File: config.mk
export PLATFORM = sky130hd
export DESIGN_NAME = ssrd_port
export DESIGN_NICKNAME = d
export VERILOG_FILES = /design/src/ssrd_port.v
export VERILOG_INCLUDE_DIRS = /design/src
export SDC_FILE = /design/constraint.sdc
export NUM_CORES = 1
export LEC_CHECK = 0
export ABC_CLOCK_PERIOD_IN_PS = 2600
export BUFFER_PORTS_ARGS = -buffer_cell sky130_fd_sc_hd__buf_2
export CORE_MARGIN = 4
export CORE_UTILIZATION = 45
export CTS_BUF_LIST = sky130_fd_sc_hd__clkbuf_4
export CTS_CLUSTER_DIAMETER = 150
export DETAILED_ROUTE_END_ITERATION = 7
export GPL_ROUTABILITY_DRIVEN = 0
export HOLD_SLACK_MARGIN = 0.1
export PLACE_DENSITY = 0.65
export SETUP_SLACK_MARGIN = 0.3
export SLEW_MARGIN = 20
export SYNTH_ARGS = -nofsm -noshare
export SYNTH_HDL_FRONTEND = slang
export SYNTH_SLANG_ARGS = --single-unit
File: constraint.sdc
create_clock -name clk -period 2.6 [get_ports clk]
set_input_delay 0.52 -clock clk [delete_from_list [all_inputs] [get_ports clk]]
set_output_delay 0.52 -clock clk [all_outputs]
set_load 0.02 [all_outputs]
File: src/ssrd_consts.vh
// Constants for the synchronous serial receive / duplex port
// Assumes inclusion by bare name from the design files
`ifndef SSRD_CONSTS_VH
`define SSRD_CONSTS_VH
`define SSRD_MODE_TX      2'h0
`define SSRD_MODE_RX      2'h1
`define SSRD_MODE_DUPLEX  2'h2
`define SSRD_CLK_EXT      3'h7
`define SSRD_BITS         4'h8
`define SSRD_BYTE_RESET   8'h00
`define SSRD_IDLE_LEVEL   1'h1
`define SSRD_CLK_PER_NS   50
`define SSRD_LINK_MIN_NS  200
`define SSRD_FIFO_DEPTH   8
`define SSRD_FIFO_WIDTH   8
`endif

File: src/ssrd_port.v
// Synchronous serial port, receive and duplex modes, with shift clock pin
// Assumes software strobes are one-cycle pulses on clk; sclk pin is asynchronous
//
// What this block does
// - Mode 01 receive, mode 10 duplex
// - Active flag rises on a falling clock edge
// - Sample input on rising edge, chosen order
// - Shift flag spans first to eighth falling edge
// - Full byte: buffer load, full flag, interrupt
// - Internal clock starts within one serial period
// - Buffer read clears full flag when no receive error stands
// - Internal receive parks clock until read
// - Unread full buffer makes receive error
// - Receive error discards bits, keeps contents
// - Error reads: old byte then captured shift
// - Error clear clears full; stop after byte
// - Run cleared: finish byte, drop active, output high
// - Inhibit halts and reinitialises all but shift, capture, divider and external clock edge state
// - No further interrupts while error stands
// - Duplex: drive on falling, sample on rising
// - Duplex: free flag at rising edge, interrupt after byte
// - External duplex: first falling edge loads transmit
// - Internal duplex parks until read and write
// - Transmit error: flag, output high, interrupt later
// - Clock select 111 takes external clock
// - Falling edge transmits, rising edge receives
`timescale 1ns/100ps
`include "ssrd_consts.vh"
module ssrd_port
#(
   parameter DIV_HALF = 4
)
(
   input  wire       clk,
   input  wire       rst,
   input  wire [1:0] transferModeField,
   input  wire [2:0] clockSelect,
   input  wire       bitOrderSelect,
   input  wire       runSet,
   input  wire       runClear,
   input  wire       inhibitBit,
   input  wire       rxErrorClear,
   input  wire       rxBufferRead,
   input  wire       txBufferWrite,
   input  wire [7:0] txWriteData,
   input  wire       txFifoValid,
   input  wire [7:0] txFifoData,
   output wire       txFifoReady,
   output reg        runBit_q,
   output reg  [7:0] receiveBuffer_q,
   output reg        transferActiveFlag_q,
   output reg        shiftInProgressFlag_q,
   output reg        receiveFullFlag_q,
   output reg        transmitBufferFreeFlag_q,
   output reg        receiveErrorFlag_q,
   output reg        transmitErrorFlag_q,
   output reg        serialInterruptRequest_q,
   input  wire       sclkIn,
   output reg        sclkOut_q,
   output reg        sclkOe_q,
   input  wire       serialIn,
   output reg        serialOut_q
);
   //////////////////////////////////////////////////////////////////////
   // Pin synchronisers and edge detection
   reg  [2:0] sclkSync_q;
   reg  [2:0] sinSync_q;
   reg        sclkLevel_q;
   reg        sinLevel_q;
   wire       extClk;
   wire       duplex;
   wire       rxMode;
   wire       fall;
   wire       rise;
   wire       sinFiltered = (sinSync_q[1] == sinSync_q[2]) ? sinSync_q[2] : sinLevel_q;
   reg        fifoReady_q;

   assign extClk = (clockSelect == `SSRD_CLK_EXT);
   assign duplex = (transferModeField == `SSRD_MODE_DUPLEX);
   assign rxMode = (transferModeField == `SSRD_MODE_RX) | duplex;

   always @(posedge clk or posedge rst)
   begin
      if (rst)
      begin
         sclkSync_q  <= 3'h7;
         sinSync_q   <= 3'h7;
         sclkLevel_q <= 1'b1;
         sinLevel_q  <= 1'b1;
      end
      else
      begin
         sclkSync_q <= {sclkSync_q[1:0], sclkIn};
         sinSync_q  <= {sinSync_q[1:0], serialIn};
         if (sclkSync_q[1] == sclkSync_q[2])
            sclkLevel_q <= sclkSync_q[2];
         sinLevel_q <= sinFiltered;
      end
   end

   //////////////////////////////////////////////////////////////////////
   // Internal clock generator and edge selection
   reg [7:0] divCnt_q;
   reg       intFall;
   reg       intRise;
   wire      divTick;
   reg       extPrev_q;
   wire      extFall;
   wire      extRise;
   wire      waitRelease;
   reg       rdDone_q;
   reg       wrDone_q;
   reg       parked_q;

   assign divTick = (divCnt_q == DIV_HALF[7:0] - 8'h01);
   assign extFall = extClk & extPrev_q & ~sclkLevel_q;
   assign extRise = extClk & ~extPrev_q & sclkLevel_q;

   // Duplex needs both accesses, receive needs only the read
   assign waitRelease = duplex ? (rdDone_q & wrDone_q) : rdDone_q;

   always @*
   begin
      intFall = 1'b0;
      intRise = 1'b0;
      if (!extClk && divTick && sclkOe_q && !parked_q)
      begin
         intFall = sclkOut_q;
         intRise = ~sclkOut_q;
      end
   end

   assign fall = extClk ? extFall : intFall;
   assign rise = extClk ? extRise : intRise;

   //////////////////////////////////////////////////////////////////////
   // Shift engine
   reg  [7:0] shiftReg_q;
   reg  [7:0] txBuf_q;
   reg        txLoaded_q;
   reg  [3:0] bitCnt_q;
   reg  [7:0] capture_q;
   reg        captureValid_q;
   reg        intEnabled_q;
   wire [7:0] rxShifted;
   wire       byteDone;
   wire       canRun;

   assign rxShifted = bitOrderSelect ? {sinFiltered, shiftReg_q[7:1]}
                                     : {shiftReg_q[6:0], sinFiltered};
   assign byteDone  = rise & transferActiveFlag_q & (bitCnt_q == `SSRD_BITS - 4'h1);
   assign canRun    = runBit_q & rxMode & (!duplex | txLoaded_q | extClk);
   assign txFifoReady = fifoReady_q;

   always @(posedge clk or posedge rst)
   begin
      if (rst)
      begin
         divCnt_q                 <= 8'h00;
         extPrev_q                <= 1'b1;
         sclkOut_q                <= `SSRD_IDLE_LEVEL;
         sclkOe_q                 <= 1'b0;
         serialOut_q              <= `SSRD_IDLE_LEVEL;
         runBit_q                 <= 1'b0;
         shiftReg_q               <= `SSRD_BYTE_RESET;
         txBuf_q                  <= `SSRD_BYTE_RESET;
         txLoaded_q               <= 1'b0;
         bitCnt_q                 <= 4'h0;
         capture_q                <= `SSRD_BYTE_RESET;
         captureValid_q           <= 1'b0;
         receiveBuffer_q          <= `SSRD_BYTE_RESET;
         transferActiveFlag_q     <= 1'b0;
         shiftInProgressFlag_q    <= 1'b0;
         receiveFullFlag_q        <= 1'b0;
         transmitBufferFreeFlag_q <= 1'b1;
         receiveErrorFlag_q       <= 1'b0;
         transmitErrorFlag_q      <= 1'b0;
         serialInterruptRequest_q <= 1'b0;
         intEnabled_q             <= 1'b1;
         rdDone_q                 <= 1'b0;
         wrDone_q                 <= 1'b0;
         parked_q                 <= 1'b0;
         fifoReady_q              <= 1'b0;
      end
      else if (inhibitBit)
      begin
         // Immediate halt and reinitialisation
         runBit_q                 <= 1'b0;
         sclkOut_q                <= `SSRD_IDLE_LEVEL;
         sclkOe_q                 <= 1'b0;
         serialOut_q              <= `SSRD_IDLE_LEVEL;
         txBuf_q                  <= `SSRD_BYTE_RESET;
         txLoaded_q               <= 1'b0;
         bitCnt_q                 <= 4'h0;
         captureValid_q           <= 1'b0;
         receiveBuffer_q          <= `SSRD_BYTE_RESET;
         transferActiveFlag_q     <= 1'b0;
         shiftInProgressFlag_q    <= 1'b0;
         receiveFullFlag_q        <= 1'b0;
         transmitBufferFreeFlag_q <= 1'b1;
         receiveErrorFlag_q       <= 1'b0;
         transmitErrorFlag_q      <= 1'b0;
         serialInterruptRequest_q <= 1'b0;
         intEnabled_q             <= 1'b1;
         rdDone_q                 <= 1'b0;
         wrDone_q                 <= 1'b0;
         parked_q                 <= 1'b0;
         fifoReady_q              <= 1'b0;
      end
      else
      begin
         serialInterruptRequest_q <= 1'b0;
         extPrev_q <= sclkLevel_q;
         divCnt_q  <= divTick ? 8'h00 : divCnt_q + 8'h01;
         if (runSet)
            runBit_q <= 1'b1;
         else if (runClear)
            runBit_q <= 1'b0;

         // Transmit buffer from software strobe or from the FIFO
         fifoReady_q <= ~txLoaded_q & ~txBufferWrite & ~fifoReady_q;
         if (txBufferWrite)
         begin
            txBuf_q                  <= txWriteData;
            txLoaded_q               <= 1'b1;
            transmitBufferFreeFlag_q <= 1'b0;
         end
         else if (fifoReady_q && txFifoValid)
         begin
            txBuf_q                  <= txFifoData;
            txLoaded_q               <= 1'b1;
            transmitBufferFreeFlag_q <= 1'b0;
         end
         if (txBufferWrite || (fifoReady_q && txFifoValid))
            wrDone_q <= 1'b1;

         // Buffer reads: error path returns captured shift on second read
         if (rxBufferRead)
         begin
            rdDone_q <= 1'b1;
            if (!receiveErrorFlag_q)
               receiveFullFlag_q <= 1'b0;
            if (receiveErrorFlag_q && captureValid_q)
            begin
               receiveBuffer_q <= capture_q;
               captureValid_q  <= 1'b0;
            end
         end
         if (rxErrorClear)
         begin
            receiveErrorFlag_q <= 1'b0;
            receiveFullFlag_q  <= 1'b0;
            intEnabled_q       <= 1'b1;
         end

         // Internal clock: park high, start within one period after release
         if (!extClk)
         begin
            if (!transferActiveFlag_q && canRun && !sclkOe_q)
            begin
               sclkOe_q <= 1'b1;
               parked_q <= 1'b0;
            end
            else if (parked_q && waitRelease && runBit_q)
            begin
               sclkOe_q <= 1'b1;
               parked_q <= 1'b0;
               rdDone_q <= 1'b0;
               wrDone_q <= 1'b0;
            end
            else if (parked_q && !runBit_q)
            begin
               sclkOe_q             <= 1'b0;
               parked_q             <= 1'b0;
               transferActiveFlag_q <= 1'b0;
               serialOut_q          <= `SSRD_IDLE_LEVEL;
            end
            if (divTick && sclkOe_q && !parked_q)
               sclkOut_q <= ~sclkOut_q;
         end
         else
         begin
            sclkOe_q  <= 1'b0;
            sclkOut_q <= `SSRD_IDLE_LEVEL;
         end

         // Leading edge: start byte, drive output bit
         if (fall && (transferActiveFlag_q || canRun))
         begin
            transferActiveFlag_q <= 1'b1;
            if (bitCnt_q == 4'h0)
            begin
               shiftInProgressFlag_q <= 1'b1;
               if (duplex && txLoaded_q)
               begin
                  shiftReg_q  <= txBuf_q;
                  txLoaded_q  <= 1'b0;
                  serialOut_q <= bitOrderSelect ? txBuf_q[0] : txBuf_q[7];
               end
               else if (duplex)
               begin
                  transmitErrorFlag_q <= 1'b1;
                  serialOut_q         <= `SSRD_IDLE_LEVEL;
               end
            end
            else
            begin
               if (duplex && !transmitErrorFlag_q)
                  serialOut_q <= bitOrderSelect ? shiftReg_q[0] : shiftReg_q[7];
               if (bitCnt_q == `SSRD_BITS - 4'h1)
                  shiftInProgressFlag_q <= 1'b0;
            end
         end

         // Trailing edge: sample input bit
         if (rise && transferActiveFlag_q)
         begin
            if (bitCnt_q == 4'h0 && duplex && !transmitErrorFlag_q)
               transmitBufferFreeFlag_q <= 1'b1;
            if (!receiveErrorFlag_q)
               shiftReg_q <= rxShifted;
            bitCnt_q <= byteDone ? 4'h0 : bitCnt_q + 4'h1;
         end

         if (byteDone)
         begin
            shiftInProgressFlag_q <= 1'b0;
            if (!receiveErrorFlag_q && receiveFullFlag_q && !rxBufferRead)
            begin
               receiveErrorFlag_q <= 1'b1;
               capture_q          <= rxShifted;
               captureValid_q     <= 1'b1;
               if (intEnabled_q)
                  serialInterruptRequest_q <= 1'b1;
               intEnabled_q <= 1'b0;
            end
            else if (!receiveErrorFlag_q)
            begin
               receiveBuffer_q   <= rxShifted;
               receiveFullFlag_q <= 1'b1;
               if (intEnabled_q)
                  serialInterruptRequest_q <= 1'b1;
               if (transmitErrorFlag_q)
                  intEnabled_q <= 1'b0;
            end
            if (!runBit_q)
            begin
               transferActiveFlag_q <= 1'b0;
               serialOut_q          <= `SSRD_IDLE_LEVEL;
               sclkOe_q             <= 1'b0;
               sclkOut_q            <= `SSRD_IDLE_LEVEL;
            end
            else if (!extClk)
            begin
               // Auto wait: park clock high until released
               sclkOe_q  <= 1'b1;
               sclkOut_q <= `SSRD_IDLE_LEVEL;
               parked_q  <= 1'b1;
               rdDone_q  <= rxBufferRead;
               wrDone_q  <= txLoaded_q;
            end
         end
      end
   end
endmodule

# [Word level (Yosys, flattened, before mapping)]
# Cells that the tools add are included.
[op_classes] add_sub_neg=2 n_eq_ne=8 mux=137 bitwise_logic=21 n_reduce_logical=43
[ops] op="two-way mux 8 bit" count=16
[ops] op="two-way mux 1 bit" count=118
[ops] op="logical AND 1 bit" count=20
[ops] op="two-way mux 4 bit" count=3
[ops] op="AND 1 bit" count=11
[ops] op="logical NOT 1 bit" count=9
[ops] op="nonzero test 3 bit" count=3
[ops] op="adder 8 x 1 -> 8 bit (second input constant)" count=1
[ops] op="equality test 8 x 2 -> 1 bit (second input constant)" count=1
[ops] op="nonzero test 2 bit" count=4
[ops] op="NOT 1 bit" count=7
[ops] op="adder 4 x 1 -> 4 bit (second input constant)" count=1
[ops] op="equality test 4 x 3 -> 1 bit (second input constant)" count=1
[ops] op="logical NOT 4 bit" count=1
[ops] op="AND reduction 4 bit" count=1
[ops] op="nonzero test 4 bit" count=1
[ops] op="equality test 3 bit (second input constant)" count=1
[ops] op="OR 1 bit" count=3
[ops] op="AND reduction 3 bit" count=1
[ops] op="equality test 1 bit" count=2
[ops] op="equality test 2 x 1 -> 1 bit (second input constant)" count=1
[ops] op="equality test 2 bit (second input constant)" count=1
[ops] op="logical OR 1 bit" count=2
[ops] op="!= test 2 bit (second input constant)" count=1
[ops] op="AND reduction 2 bit" count=1
[word_totals] reg_bits=71 input_bits=33 out_inout_bits=20 elab_cells=240

# [Longest topological paths before layout]
# Gate-level depths: netlist of run 1.
[depth] ltp_word=16 ltp_mapped=8 mapped_depth_nobuf=7

# [Least setup slack after synthesis of run 1]
# Ideal clock, no wire load.
[synth_timing] path_type="register to register" from="register divCnt_q[0]" to="register receiveBuffer_q[1]" setup_ns=0.081 arrival_time_ns=2.098 required_time_ns=2.519 setup_slack_ns=0.421 stages_incl_launch_ff=7 n_path_buf=0 synth_period_minus_slack_ns=2.179 path_cell_list="dfrtp_1 ha_1 or4b_4 nor4_4 a21oi_2 or4_4 o22ai_2"
[synth_via] elab_chain_cells=10
[synth_lines] item="from (decl)" line="ssrd_port.v:103" source="reg [7:0] divCnt_q;"
[synth_lines] item="from (signal assigned)" line="ssrd_port.v:214" source="divCnt_q <= divTick ? 8'h00 : divCnt_q + 8'h01;"
[synth_lines] item="equality test 8 x 2 -> 1 bit" line="ssrd_port.v:115" source="assign divTick = (divCnt_q == DIV_HALF[7:0] - 8'h01);"
[synth_lines] item="logical AND 1 bit (3 in a row)" line="ssrd_port.v:126" source="if (!extClk && divTick && sclkOe_q && !parked_q)"
[synth_lines] item="two-way mux 1 bit" line="ssrd_port.v:126"
[synth_lines] item="two-way mux 1 bit" line="ssrd_port.v:134" source="assign rise = extClk ? extRise : intRise;"
[synth_lines] item="AND 1 bit (2 in a row)" line="ssrd_port.v:151" source="assign byteDone = rise & transferActiveFlag_q & (bitCnt_q == `SSRD_BITS - 4'h1);"
[synth_lines] item="two-way mux 8 bit" line="ssrd_port.v:325" source="if (byteDone)"
[synth_lines] item="two-way mux 8 bit" line="ssrd_port.v:185" source="else if (inhibitBit)"
[synth_lines] item="to (signal assigned)" line="ssrd_port.v:171" source="receiveBuffer_q <= `SSRD_BYTE_RESET;"
[synth_lines] item="to (signal assigned)" line="ssrd_port.v:196" source="receiveBuffer_q <= `SSRD_BYTE_RESET;"
[synth_lines] item="to (signal assigned)" line="ssrd_port.v:339" source="receiveBuffer_q <= rxShifted;"
[synth_lines] item="to (decl)" line="ssrd_port.v:50" source="output reg [7:0] receiveBuffer_q,"
# Every way passes these cells.
# A chain may end at the register's enable or synchronous reset.

# [Final worst setup path of run 1]
[layout_timing] from="register divCnt_q[0]" to="register receiveBuffer_q[2]"
# The elaborated chain is that of the path after synthesis.

==> impl_metrics.env, run 1 <==
export IMPL_syn_avg_cell_area_um2=10.7
export IMPL_grt_overflow=0
export IMPL_fp_dieH_um=96.5
export IMPL_dp_cells=482
export IMPL_grt_pass1_vias=2683
export IMPL_drcViolationCount=0
export IMPL_h_tree_depth=3
export IMPL_max_freq_mhz=436
export IMPL_ys_warn_count=0
export IMPL_yosysSeqAreaShare=0.508
export IMPL_end_kind="flip-flop"
export IMPL_reg2reg_depth=7
export IMPL_rsz0062_at_grt="yes"
export IMPL_met3_wirelength_um=390
export IMPL_cap_viol_max_count=0
export IMPL_vias=2808
export IMPL_crit_arrival_ns=2.62
export IMPL_ir_worst_vdd_v=0.000290
export IMPL_synth_seq_cells=71
export IMPL_clock_sinks=71
export IMPL_timing_hold_violations_final=0
export IMPL_drt_iter0_drc=173
export IMPL_first_pass_iters=4
export IMPL_synthFlopType="dfrtp_1"
export IMPL_synth_edf_count=0
export IMPL_dp_hpwl_um=5680
export IMPL_core_area_um2=7690
export IMPL_status="finished clean"
export IMPL_viasPerCell=5.53
export IMPL_clkTransAtPathRegs_ns=0.12
export IMPL_fin_cells=508
export IMPL_die_area_um2=9320
export IMPL_start_kind="flip-flop"
export IMPL_wirelength_met1_um=3900
export IMPL_hold_buffers=0
export IMPL_path_class="reg2reg"
export IMPL_ys_async_sr_fraction=1.00
export IMPL_syn2layout_area_growth_pct=21.1
export IMPL_grt_max_degree=48
export IMPL_setup_tns_ns=0
export IMPL_insertion_delay_ns=0.40
export IMPL_row_count=32
export IMPL_floorplan_initialDensity=0.459
export IMPL_ioPinCount=53
export IMPL_wl_per_cell_um=15.9
export IMPL_cts_tree="done"
export IMPL_setup_ws_ns=0.304
export IMPL_place_ws_ns=0.230
export IMPL_setup_viol=0
export IMPL_clockBufferDepth=2
export IMPL_die_w_um=96.5
export IMPL_crit_fanout=7
export IMPL_worstPathRequired_ns=2.92
export IMPL_fin_crit_ns=2.30
export IMPL_drive_above_1_share=0.313
export IMPL_antenna_found_initial=0
export IMPL_nFillCells=689
export IMPL_root_buffer="clkbuf_4"
export IMPL_hp_class="in2async"
export IMPL_final_max_slew_violation_count=0
export IMPL_syn_inst=331
export IMPL_p_leak_nw=2.04
export IMPL_syn_cell_area_um2=3530
export IMPL_grt_total_usage=0.184
export IMPL_power_density_nw_per_um2=571
export IMPL_fin_skew_ns=0.0132
export IMPL_fin_crit_sh=0.883
export IMPL_synth_common_cells="dfrtp_1, nor2_1, mux2i_1"
export IMPL_route_met2_wl_um=3700
export IMPL_diodes=0
export IMPL_slew_headroom=0.606
export IMPL_synth_area_leaders="dfrtp_1, dfstp_2, mux2i_1"
export IMPL_postRouteAntennaNets=0
export IMPL_synth_most_common_cell="dfrtp_1"
export IMPL_synth_top_area_frac=0.411
export IMPL_routed_top_layer="met4"
export IMPL_fin_nets=438
export IMPL_worst_pin_slew_ns=0.589
export IMPL_yosysUniqueCellTypes=57
export IMPL_synth_nets=368
export IMPL_portBuffers=52
export IMPL_yosys_area_top_type="dfrtp_1"
export IMPL_cts_buffers=9
export IMPL_wl_um=8090
export IMPL_grt_pass1_wl_um=13300
worst max-delay path, cell delays in order, from the launching register on:
cell and delay (ns):
dfrtp_1 0.41, ha_2 0.21, or4b_4 0.47, nor4_4 0.13, buf_4 0.18, a21oi_4 0.08
or4_4 0.60, o22ai_2 0.12
through the flow:
| step | hold WS (ns) | utilization | total power, mW | area [um2] |
|---|---|---|---|---|
| global placement | 0.345 | 0.515 | 1.59 | 3960 |
| finish | 0.150 | 0.556 | 2.44 | 4270 |
| detailed placement | 0.347 | 0.515 | 1.60 | 3960 |
| global route | 0.148 | 0.556 | 2.56 | 4270 |
| CTS | 0.147 | 0.544 | 2.42 | 4190 |
| floorplan | 0.345 | - | 1.50 | 3530 |
registers in the layout (all words and copies together) (netlist names), 3 cells and up:
signal and flops:
bitCnt_q 4, capture_q 8, divCnt_q 8, receiveBuffer_q 8, sclkSync_q 3, shiftReg_q 8, sinSync_q 3, txBuf_q 8
routing by layer:
metal / global-route usage / up-vias
met5: 0 / -
met4: 0.0678 / 0
met3: 0.0364 / 12
met2: 0.269 / 75
met1: 0.271 / 1367
li1: - / 1354
final timing paths:
check | end | from | slack, ns
max | receiveBuffer_q[2]$_DFF_PP0_ | divCnt_q[0]$_DFFE_PP0N_ | 0.30
min | capture_q[7]$_DFFE_PP0P_ | rst | 0.15
max reg2reg | receiveBuffer_q[2]$_DFF_PP0_ | divCnt_q[0]$_DFFE_PP0N_ | 0.30
min reg2reg | sclkSync_q[1]$_DFF_PP1_ | sclkSync_q[0]$_DFF_PP1_ | 0.36
max in group asynchronous | serialOut_q$_DFF_PP1_ | rst | 1.75
min in group clk | sinSync_q[0]$_DFF_PP1_ | serialIn | 0.20
report_power, final:
group	leakage [nW]	internal [mW]	switching (mW)
sequential	0.878	1.20	0.0994
combinational	1.08	0.180	0.171
clock	0.0840	0.398	0.393
cells by family (layout without fill, tap and decap cells):
logic type / count (synthesis) / in the layout / synth area share
flops: 71 / 71 / 0.508
mux: 28 / 28 / 0.0802
xor+xnor: 7 / 7 / 0.0174
buf+inv: 37 / 112 / 0.0415
fa+ha+maj: 6 / 6 / 0.0199
compound gates: 78 / 78 / 0.174
simple gates: 104 / 104 / 0.159
layout by cell type, fill, tap and decap left out, drive strengths merged, types with 3 or more instances in the layout:
master   n
buf     75
dfrtp   58
nor2    31
mux2i   26
inv     21
nand3   20
a21oi   18
nand2   15
dfstp   13
a211oi  10
clkbuf  10
o221a    8
nor2b    6
o22ai    6
o21ai    6
nand2b   5
xnor2    5
nor3b    4
nor3     4
a31oi    4
a21o     4
ha       4
o31ai    4
a41oi    3
a311o    3
nor4     3
clkinv   3
area by class of cell:
class / instances / area [um2] / area share
Tap cell: 102 / 128 / 0.0299
Multi-Input combinational cell: 223 / 1660 / 0.388
Timing Repair Buffer: 75 / 454 / 0.106
Sequential cell: 71 / 1790 / 0.420
Clock inverter: 6 / 85.1 / 0.0199
Clock buffer: 10 / 75.1 / 0.0176
Inverter: 21 / 78.8 / 0.0185
repair_timing:
item | CTS | global route
setup buffers | 5 | 4
gates cloned | 0 | 1
pin swaps | 3 | 4
endpoints found under the setup margin | 13 | 37
gates resized for setup | 5 | 9
Note: power is estimated with default switching activity, not from simulation.
==> run 2, diff against run 1 <==
--- a/config.mk
+++ b/config.mk
@@ -6,7 +6,7 @@
 export SDC_FILE = /design/constraint.sdc
 export NUM_CORES = 1
 export LEC_CHECK = 0
-export ABC_CLOCK_PERIOD_IN_PS = 2600
+export ABC_CLOCK_PERIOD_IN_PS = 2500
 export BUFFER_PORTS_ARGS = -buffer_cell sky130_fd_sc_hd__buf_2
 export CORE_MARGIN = 4
 export CORE_UTILIZATION = 45
@@ -15,6 +15,7 @@
 export DETAILED_ROUTE_END_ITERATION = 7
 export GPL_ROUTABILITY_DRIVEN = 0
 export HOLD_SLACK_MARGIN = 0.1
+export MAX_ROUTING_LAYER = met4
 export PLACE_DENSITY = 0.65
 export SETUP_SLACK_MARGIN = 0.3
 export SLEW_MARGIN = 20
==> constraint.sdc (replaced) <==
create_clock -name clk -period 2.5 [get_ports clk]
set_input_delay 0.5 -clock clk [delete_from_list [all_inputs] [get_ports clk]]
set_output_delay 0.5 -clock clk [all_outputs]
set_load 0.02 [all_outputs]
==> run 2 against run 1 <==
  * Register-to-register slack got worse by 0.06 ns
  * Hold slack gained 0.025 ns
  * Clock skew shrank 0.0022 ns
  * Cell count shrank 0.39%
  * First-iteration DRC count up 17%
  * Non-clock buffer count decreased by 2
  * Power is 7.4% higher
  * Critical endpoint is now receiveBuffer_q[3]$_DFF_PP0_
  * Count of clock-buffer cells in the layout shrank 1
==> impl_metrics.env, run 2 (synthesis results as in run 1) <==
export IMPL_status="finished clean"
export IMPL_vias=2766
export IMPL_viasPerCell=5.47
export IMPL_end_kind="flip-flop"
export IMPL_fin_nets=436
export IMPL_crit_arrival_ns=2.58
export IMPL_critical_path_top_delay_family="simple AND/OR/NAND/NOR gates"
export IMPL_drive_above_1_share=0.312
export IMPL_root_buffer="clkbuf_4"
export IMPL_clkTransAtPathRegs_ns=0.12
export IMPL_clockBufferDepth=2
export IMPL_path_buf_inv=1
export IMPL_worst_pin_slew_ns=0.738
export IMPL_cap_viol_max_count=0
export IMPL_grt_max_degree=72
export IMPL_die_w_um=96.5
export IMPL_nFillCells=722
export IMPL_power_density_nw_per_um2=613
export IMPL_grt_pass1_vias=2677
export IMPL_setup_ws_ns=0.247
export IMPL_route_met2_wl_um=3640
export IMPL_p_leak_nw=2.03
export IMPL_drcViolationCount=0
export IMPL_die_area_um2=9320
export IMPL_place_area_um2=3960
export IMPL_timing_hold_violations_final=0
export IMPL_grt_overflow=0
export IMPL_fin_crit_sh=0.901
export IMPL_slew_headroom=0.501
export IMPL_fin_crit_ns=2.25
export IMPL_hold_buffers=0
export IMPL_drt_iter0_drc=202
export IMPL_antenna_found_initial=0
export IMPL_setup_viol=0
export IMPL_core_area_um2=7690
export IMPL_grt_pass1_wl_um=13400
export IMPL_final_common_cell="dfrtp_1"
export IMPL_grt_total_usage=0.191
export IMPL_hold_slack_ns=0.176
export IMPL_dp_cells=482
export IMPL_wirelength_met1_um=3880
export IMPL_place_ws_ns=0.144
export IMPL_hp_class="in2async"
export IMPL_start_kind="flip-flop"
export IMPL_setup_tns_ns=0
export IMPL_fin_skew_ns=0.0110
export IMPL_row_count=32
export IMPL_h_tree_depth=3
export IMPL_portBuffers=52
export IMPL_crit_slowest_cell="or4_4"
export IMPL_ioPinCount=53
export IMPL_cts_tree="done"
export IMPL_seqCellArea_um2=1790
export IMPL_fp_dieH_um=96.5
export IMPL_first_pass_iters=4
export IMPL_fin_cells=506
export IMPL_cts_buffers=9
export IMPL_wl_um=8050
export IMPL_path_class="reg2reg"
export IMPL_ir_worst_vdd_v=0.000387
export IMPL_syn2layout_area_growth_pct=21.0
export IMPL_insertion_delay_ns=0.40
export IMPL_multi_input_comb_area_um2=1650
export IMPL_worstPathCellList="ha_2 > or4b_4 > nor4_4 > buf_4 > a21oi_4 > or4_4 > o22ai_2"
export IMPL_final_max_slew_violation_count=0
export IMPL_diodes=0
export IMPL_routed_top_layer="met4"
export IMPL_design_area_um2=4270
export IMPL_worstPathRequired_ns=2.83
export IMPL_crit_fanout=8
export IMPL_slowest_delay_ns=0.64
export IMPL_met3_wirelength_um=435
export IMPL_clock_sinks=71
export IMPL_wl_per_cell_um=15.9
export IMPL_postRouteAntennaNets=0
export IMPL_dp_hpwl_um=5590
export IMPL_floorplan_initialDensity=0.459
export IMPL_max_freq_mhz=444
export IMPL_layout_common_cells="dfrtp_1, buf_2, nor2_1"
export IMPL_rsz0062_at_grt="yes"
-- run 2: changes by cell type in the layout (fill, tap and decap cells not counted), sizes merged --
cell      before  now
buf           75   73
bufinv         2    3
clkbuf        10    9
clkinvlp       1    2
inv           21   20
-- run 2: worst reg2reg max path, stage by stage (launching register included) --
cell and delay, ns:
dfrtp_1 0.38, ha_2 0.18, or4b_4 0.47, nor4_4 0.13, buf_4 0.18, a21oi_4 0.09
or4_4 0.64, o22ai_2 0.11
-- run 2: path summary, 6_finish.rpt --
kind	from	endpoint	slack (ns)	cells past startpoint
max reg2reg	divCnt_q[0]$_DFFE_PP0N_	receiveBuffer_q[3]$_DFF_PP0_	0.25	7
min reg2reg	sclkSync_q[0]$_DFF_PP1_	sclkSync_q[1]$_DFF_PP1_	0.36	0
min	rst	capture_q[6]$_DFFE_PP0P_	0.18	3
min in group clk	sclkIn	sclkSync_q[0]$_DFF_PP1_	0.19	1
max in group asynchronous	rst	serialOut_q$_DFF_PP1_	1.97	3
max	divCnt_q[0]$_DFFE_PP0N_	receiveBuffer_q[3]$_DFF_PP0_	0.25	7
-- run 2: area by class of cell --
type	count	area share
Sequential cell	71	0.420
Multi-Input combinational cell	223	0.386
Timing Repair Buffer	73	0.103
Tap cell	102	0.0299
Clock inverter	7	0.0261
Inverter	21	0.0193
Clock buffer	9	0.0158
-- run 2: per-stage QoR --
stage	power, mW	util
floorplan	1.56	-
global placement	1.66	0.515
detailed placement	1.67	0.515
CTS	2.62	0.547
global route	2.75	0.555
finish	2.62	0.555
-- run 2: routing by layer --
metal | vias up | global-route usage
li1 | 1348 | -
met3 | 8 | 0.0442
met5 | - | -
met4 | 0 | 0.0537
met2 | 65 | 0.263
met1 | 1345 | 0.283
-- run 2: timing repair --
item                                    4_1_cts  5_1_grt
setup buffers                                 6        2
endpoints found under the setup margin       34       39
hold endpoints to repair                      0        0
pin swaps                                     4        8
gates resized for setup                       4        9
-- run 2: power breakdown --
part           switching [mW]  internal [mW]
combinational           0.177          0.187
sequential             0.0980           1.24
clock                   0.413          0.500
total                   0.688           1.93
==> run 3, diff against run 2 <==
--- a/config.mk
+++ b/config.mk
@@ -9,15 +9,15 @@
 export ABC_CLOCK_PERIOD_IN_PS = 2500
 export BUFFER_PORTS_ARGS = -buffer_cell sky130_fd_sc_hd__buf_2
 export CORE_MARGIN = 4
-export CORE_UTILIZATION = 45
+export CORE_UTILIZATION = 59
 export CTS_BUF_LIST = sky130_fd_sc_hd__clkbuf_4
 export CTS_CLUSTER_DIAMETER = 150
 export DETAILED_ROUTE_END_ITERATION = 7
 export GPL_ROUTABILITY_DRIVEN = 0
 export HOLD_SLACK_MARGIN = 0.1
 export MAX_ROUTING_LAYER = met4
-export PLACE_DENSITY = 0.65
-export SETUP_SLACK_MARGIN = 0.3
+export PLACE_DENSITY = 0.82
+export SETUP_SLACK_MARGIN = 0.05
 export SLEW_MARGIN = 20
 export SYNTH_ARGS = -nofsm -noshare
 export SYNTH_HDL_FRONTEND = slang
==> run 3 against run 2 <==
  * Non-clock buffer count shrank 7
  * Die area decreased by 22%
  * First-iteration DRC count decreased by 0.50%
  * Maximum frequency is 4.6% lower
  * Via count increased by 1.0%
  * Cell count is 7.3% lower
  * Hold slack worse by 0.035 ns
  * Worst setup slack lost 0.11 ns
  * Sequential power is essentially flat
  * Clock power fell by 22%
  * Flip-flop and latch count did not move
  * Clock skew up 0.0054 ns
  * Critical endpoint is now receiveBuffer_q[5]$_DFF_PP0_
  * Largest cell class unchanged
  * Highest routed layer unchanged
==> impl_metrics.env, run 3 (synthesis results as in run 1) <==
export IMPL_swShare=0.279
export IMPL_row_count=27
export IMPL_drt_iter0_drc=201
export IMPL_hold_buffers=0
export IMPL_postRouteAntennaNets=0
export IMPL_crit_arrival_ns=2.68
export IMPL_die_area_um2=7280
export IMPL_route_met2_wl_um=3270
export IMPL_setup_viol=0
export IMPL_combPwrFrac=0.129
export IMPL_core_area_um2=5640
export IMPL_fin_nets=429
export IMPL_timing_hold_violations_final=0
export IMPL_critical_path_top_delay_family="simple AND/OR/NAND/NOR gates"
export IMPL_routed_top_layer="met4"
export IMPL_layout_common_cells="dfrtp_1, buf_2, nor2_1"
export IMPL_clock_sinks=71
export IMPL_pwr_share_clk=0.302
export IMPL_crit_slowest_cell="or4_4"
export IMPL_path_buf_inv=0
export IMPL_fin_crit_ns=2.36
export IMPL_max_freq_mhz=423
export IMPL_final_max_slew_violation_count=0
export IMPL_wl_um=7350
export IMPL_final_common_cell="dfrtp_1"
export IMPL_h_tree_depth=3
export IMPL_wl_per_cell_um=15.7
export IMPL_crit_fanout=7
export IMPL_drive_above_1_share=0.290
export IMPL_start_kind="flip-flop"
export IMPL_p_leak_nw=1.98
export IMPL_p_sw_mw=0.659
export IMPL_root_buffer="clkbuf_4"
export IMPL_floorplan_initialDensity=0.625
export IMPL_status="finished clean"
export IMPL_drcViolationCount=0
export IMPL_viasPerCell=5.96
export IMPL_insertion_delay_ns=0.41
export IMPL_ir_worst_vdd_v=0.000444
export IMPL_worst_pin_slew_ns=0.667
export IMPL_clkTransAtPathRegs_ns=0.11
export IMPL_end_kind="flip-flop"
export IMPL_syn2layout_area_growth_pct=15.7
export IMPL_clockBufferDepth=2
export IMPL_worstPathRequired_ns=2.82
export IMPL_vias=2795
export IMPL_first_pass_iters=4
export IMPL_diodes=0
export IMPL_fin_crit_sh=0.945
export IMPL_place_ws_ns=0.172
export IMPL_cap_viol_max_count=0
export IMPL_fin_skew_ns=0.0164
export IMPL_setup_tns_ns=0
export IMPL_slew_headroom=0.549
export IMPL_path_class="reg2reg"
export IMPL_grt_overflow=0
export IMPL_internal_power_mw=1.70
export IMPL_dp_hpwl_um=5260
export IMPL_pwr_share_seq=0.569
export IMPL_slowest_delay_ns=0.63
export IMPL_ioPinCount=53
export IMPL_antenna_found_initial=0
export IMPL_fp_dieH_um=85.3
export IMPL_grt_pass1_wl_um=12400
export IMPL_met3_wirelength_um=516
export IMPL_cts_tree="done"
export IMPL_nFillCells=406
export IMPL_grt_pass1_vias=2599
export IMPL_wirelength_met1_um=3500
export IMPL_worstPathCellList="ha_2 > or4b_4 > nor4_4 > a21oi_4 > or4_4 > o22ai_2"
export IMPL_power_density_nw_per_um2=578
export IMPL_hp_class="in2async"
export IMPL_cts_buffers=9
export IMPL_grt_total_usage=0.220
export IMPL_rsz0062_at_grt="no"
export IMPL_hold_slack_ns=0.141
export IMPL_portBuffers=52
export IMPL_grt_max_degree=72
export IMPL_setup_ws_ns=0.138
export IMPL_die_w_um=85.3
run 3: repair_timing:
action                     CTS  global route
setup buffers                0             2
setup endpoints to repair    0             6
resized for setup            0             4
run 3: metrics by stage:
| stage | utilization | power (mW) | cell area, um2 | cells |
|---|---|---|---|---|
| global route | 0.723 | 2.50 | 4080 | 469 |
| CTS | 0.718 | 2.38 | 4050 | 467 |
| floorplan | - | 1.56 | 3530 | 331 |
| finish | 0.723 | 2.36 | 4080 | 469 |
| detailed placement | 0.694 | 1.67 | 3910 | 451 |
| global placement | 0.694 | 1.65 | 3910 | 451 |
run 3: final cells by class:
class / instances / area (um2) / area share
Tap cell: 72 / 90.1 / 0.0221
Sequential cell: 71 / 1790 / 0.439
Multi-Input combinational cell: 223 / 1610 / 0.393
Clock buffer: 10 / 75.1 / 0.0184
Timing Repair Buffer: 66 / 378 / 0.0926
Clock inverter: 6 / 61.3 / 0.0150
Inverter: 21 / 78.8 / 0.0193
run 3: per-layer routing:
| metal | GRT usage | vias up |
|---|---|---|
| met3 | 0.0408 | 6 |
| met5 | - | - |
| met2 | 0.311 | 95 |
| met4 | 0.0820 | 0 |
| met1 | 0.317 | 1361 |
| li1 | - | 1333 |
run 3: worst register-to-register path: cells and delay by family (launching register included):
| family | cells | cell delay (ns) |
|---|---|---|
| flip-flops | 1 | 0.40 |
| adder cells (fa/ha/maj) | 1 | 0.21 |
| AND/OR/NAND/NOR | 3 | 1.41 |
| AO/OA/AOI/OAI | 2 | 0.25 |
run 3: worst paths after layout:
path	startpoint	end	slack, ns	cells past startpoint
max	divCnt_q[0]$_DFFE_PP0N_	receiveBuffer_q[5]$_DFF_PP0_	0.14	6
min	rst	divCnt_q[6]$_DFFE_PP0N_	0.14	3
max reg2reg	divCnt_q[0]$_DFFE_PP0N_	receiveBuffer_q[5]$_DFF_PP0_	0.14	6
min reg2reg	sclkSync_q[0]$_DFF_PP1_	sclkSync_q[1]$_DFF_PP1_	0.36	0
max in group asynchronous	rst	sinSync_q[1]$_DFF_PP1_	2.00	3
min in group clk	serialIn	sinSync_q[0]$_DFF_PP1_	0.18	1
run 3: power groups by stage:
stage	combinational, mW	sequential (mW)	clock (mW)
floorplan	0.210	1.35	0
global placement	0.290	1.36	0
detailed placement	0.306	1.36	0
CTS	0.306	1.34	0.735
global route	0.341	1.36	0.797
finish	0.304	1.34	0.713
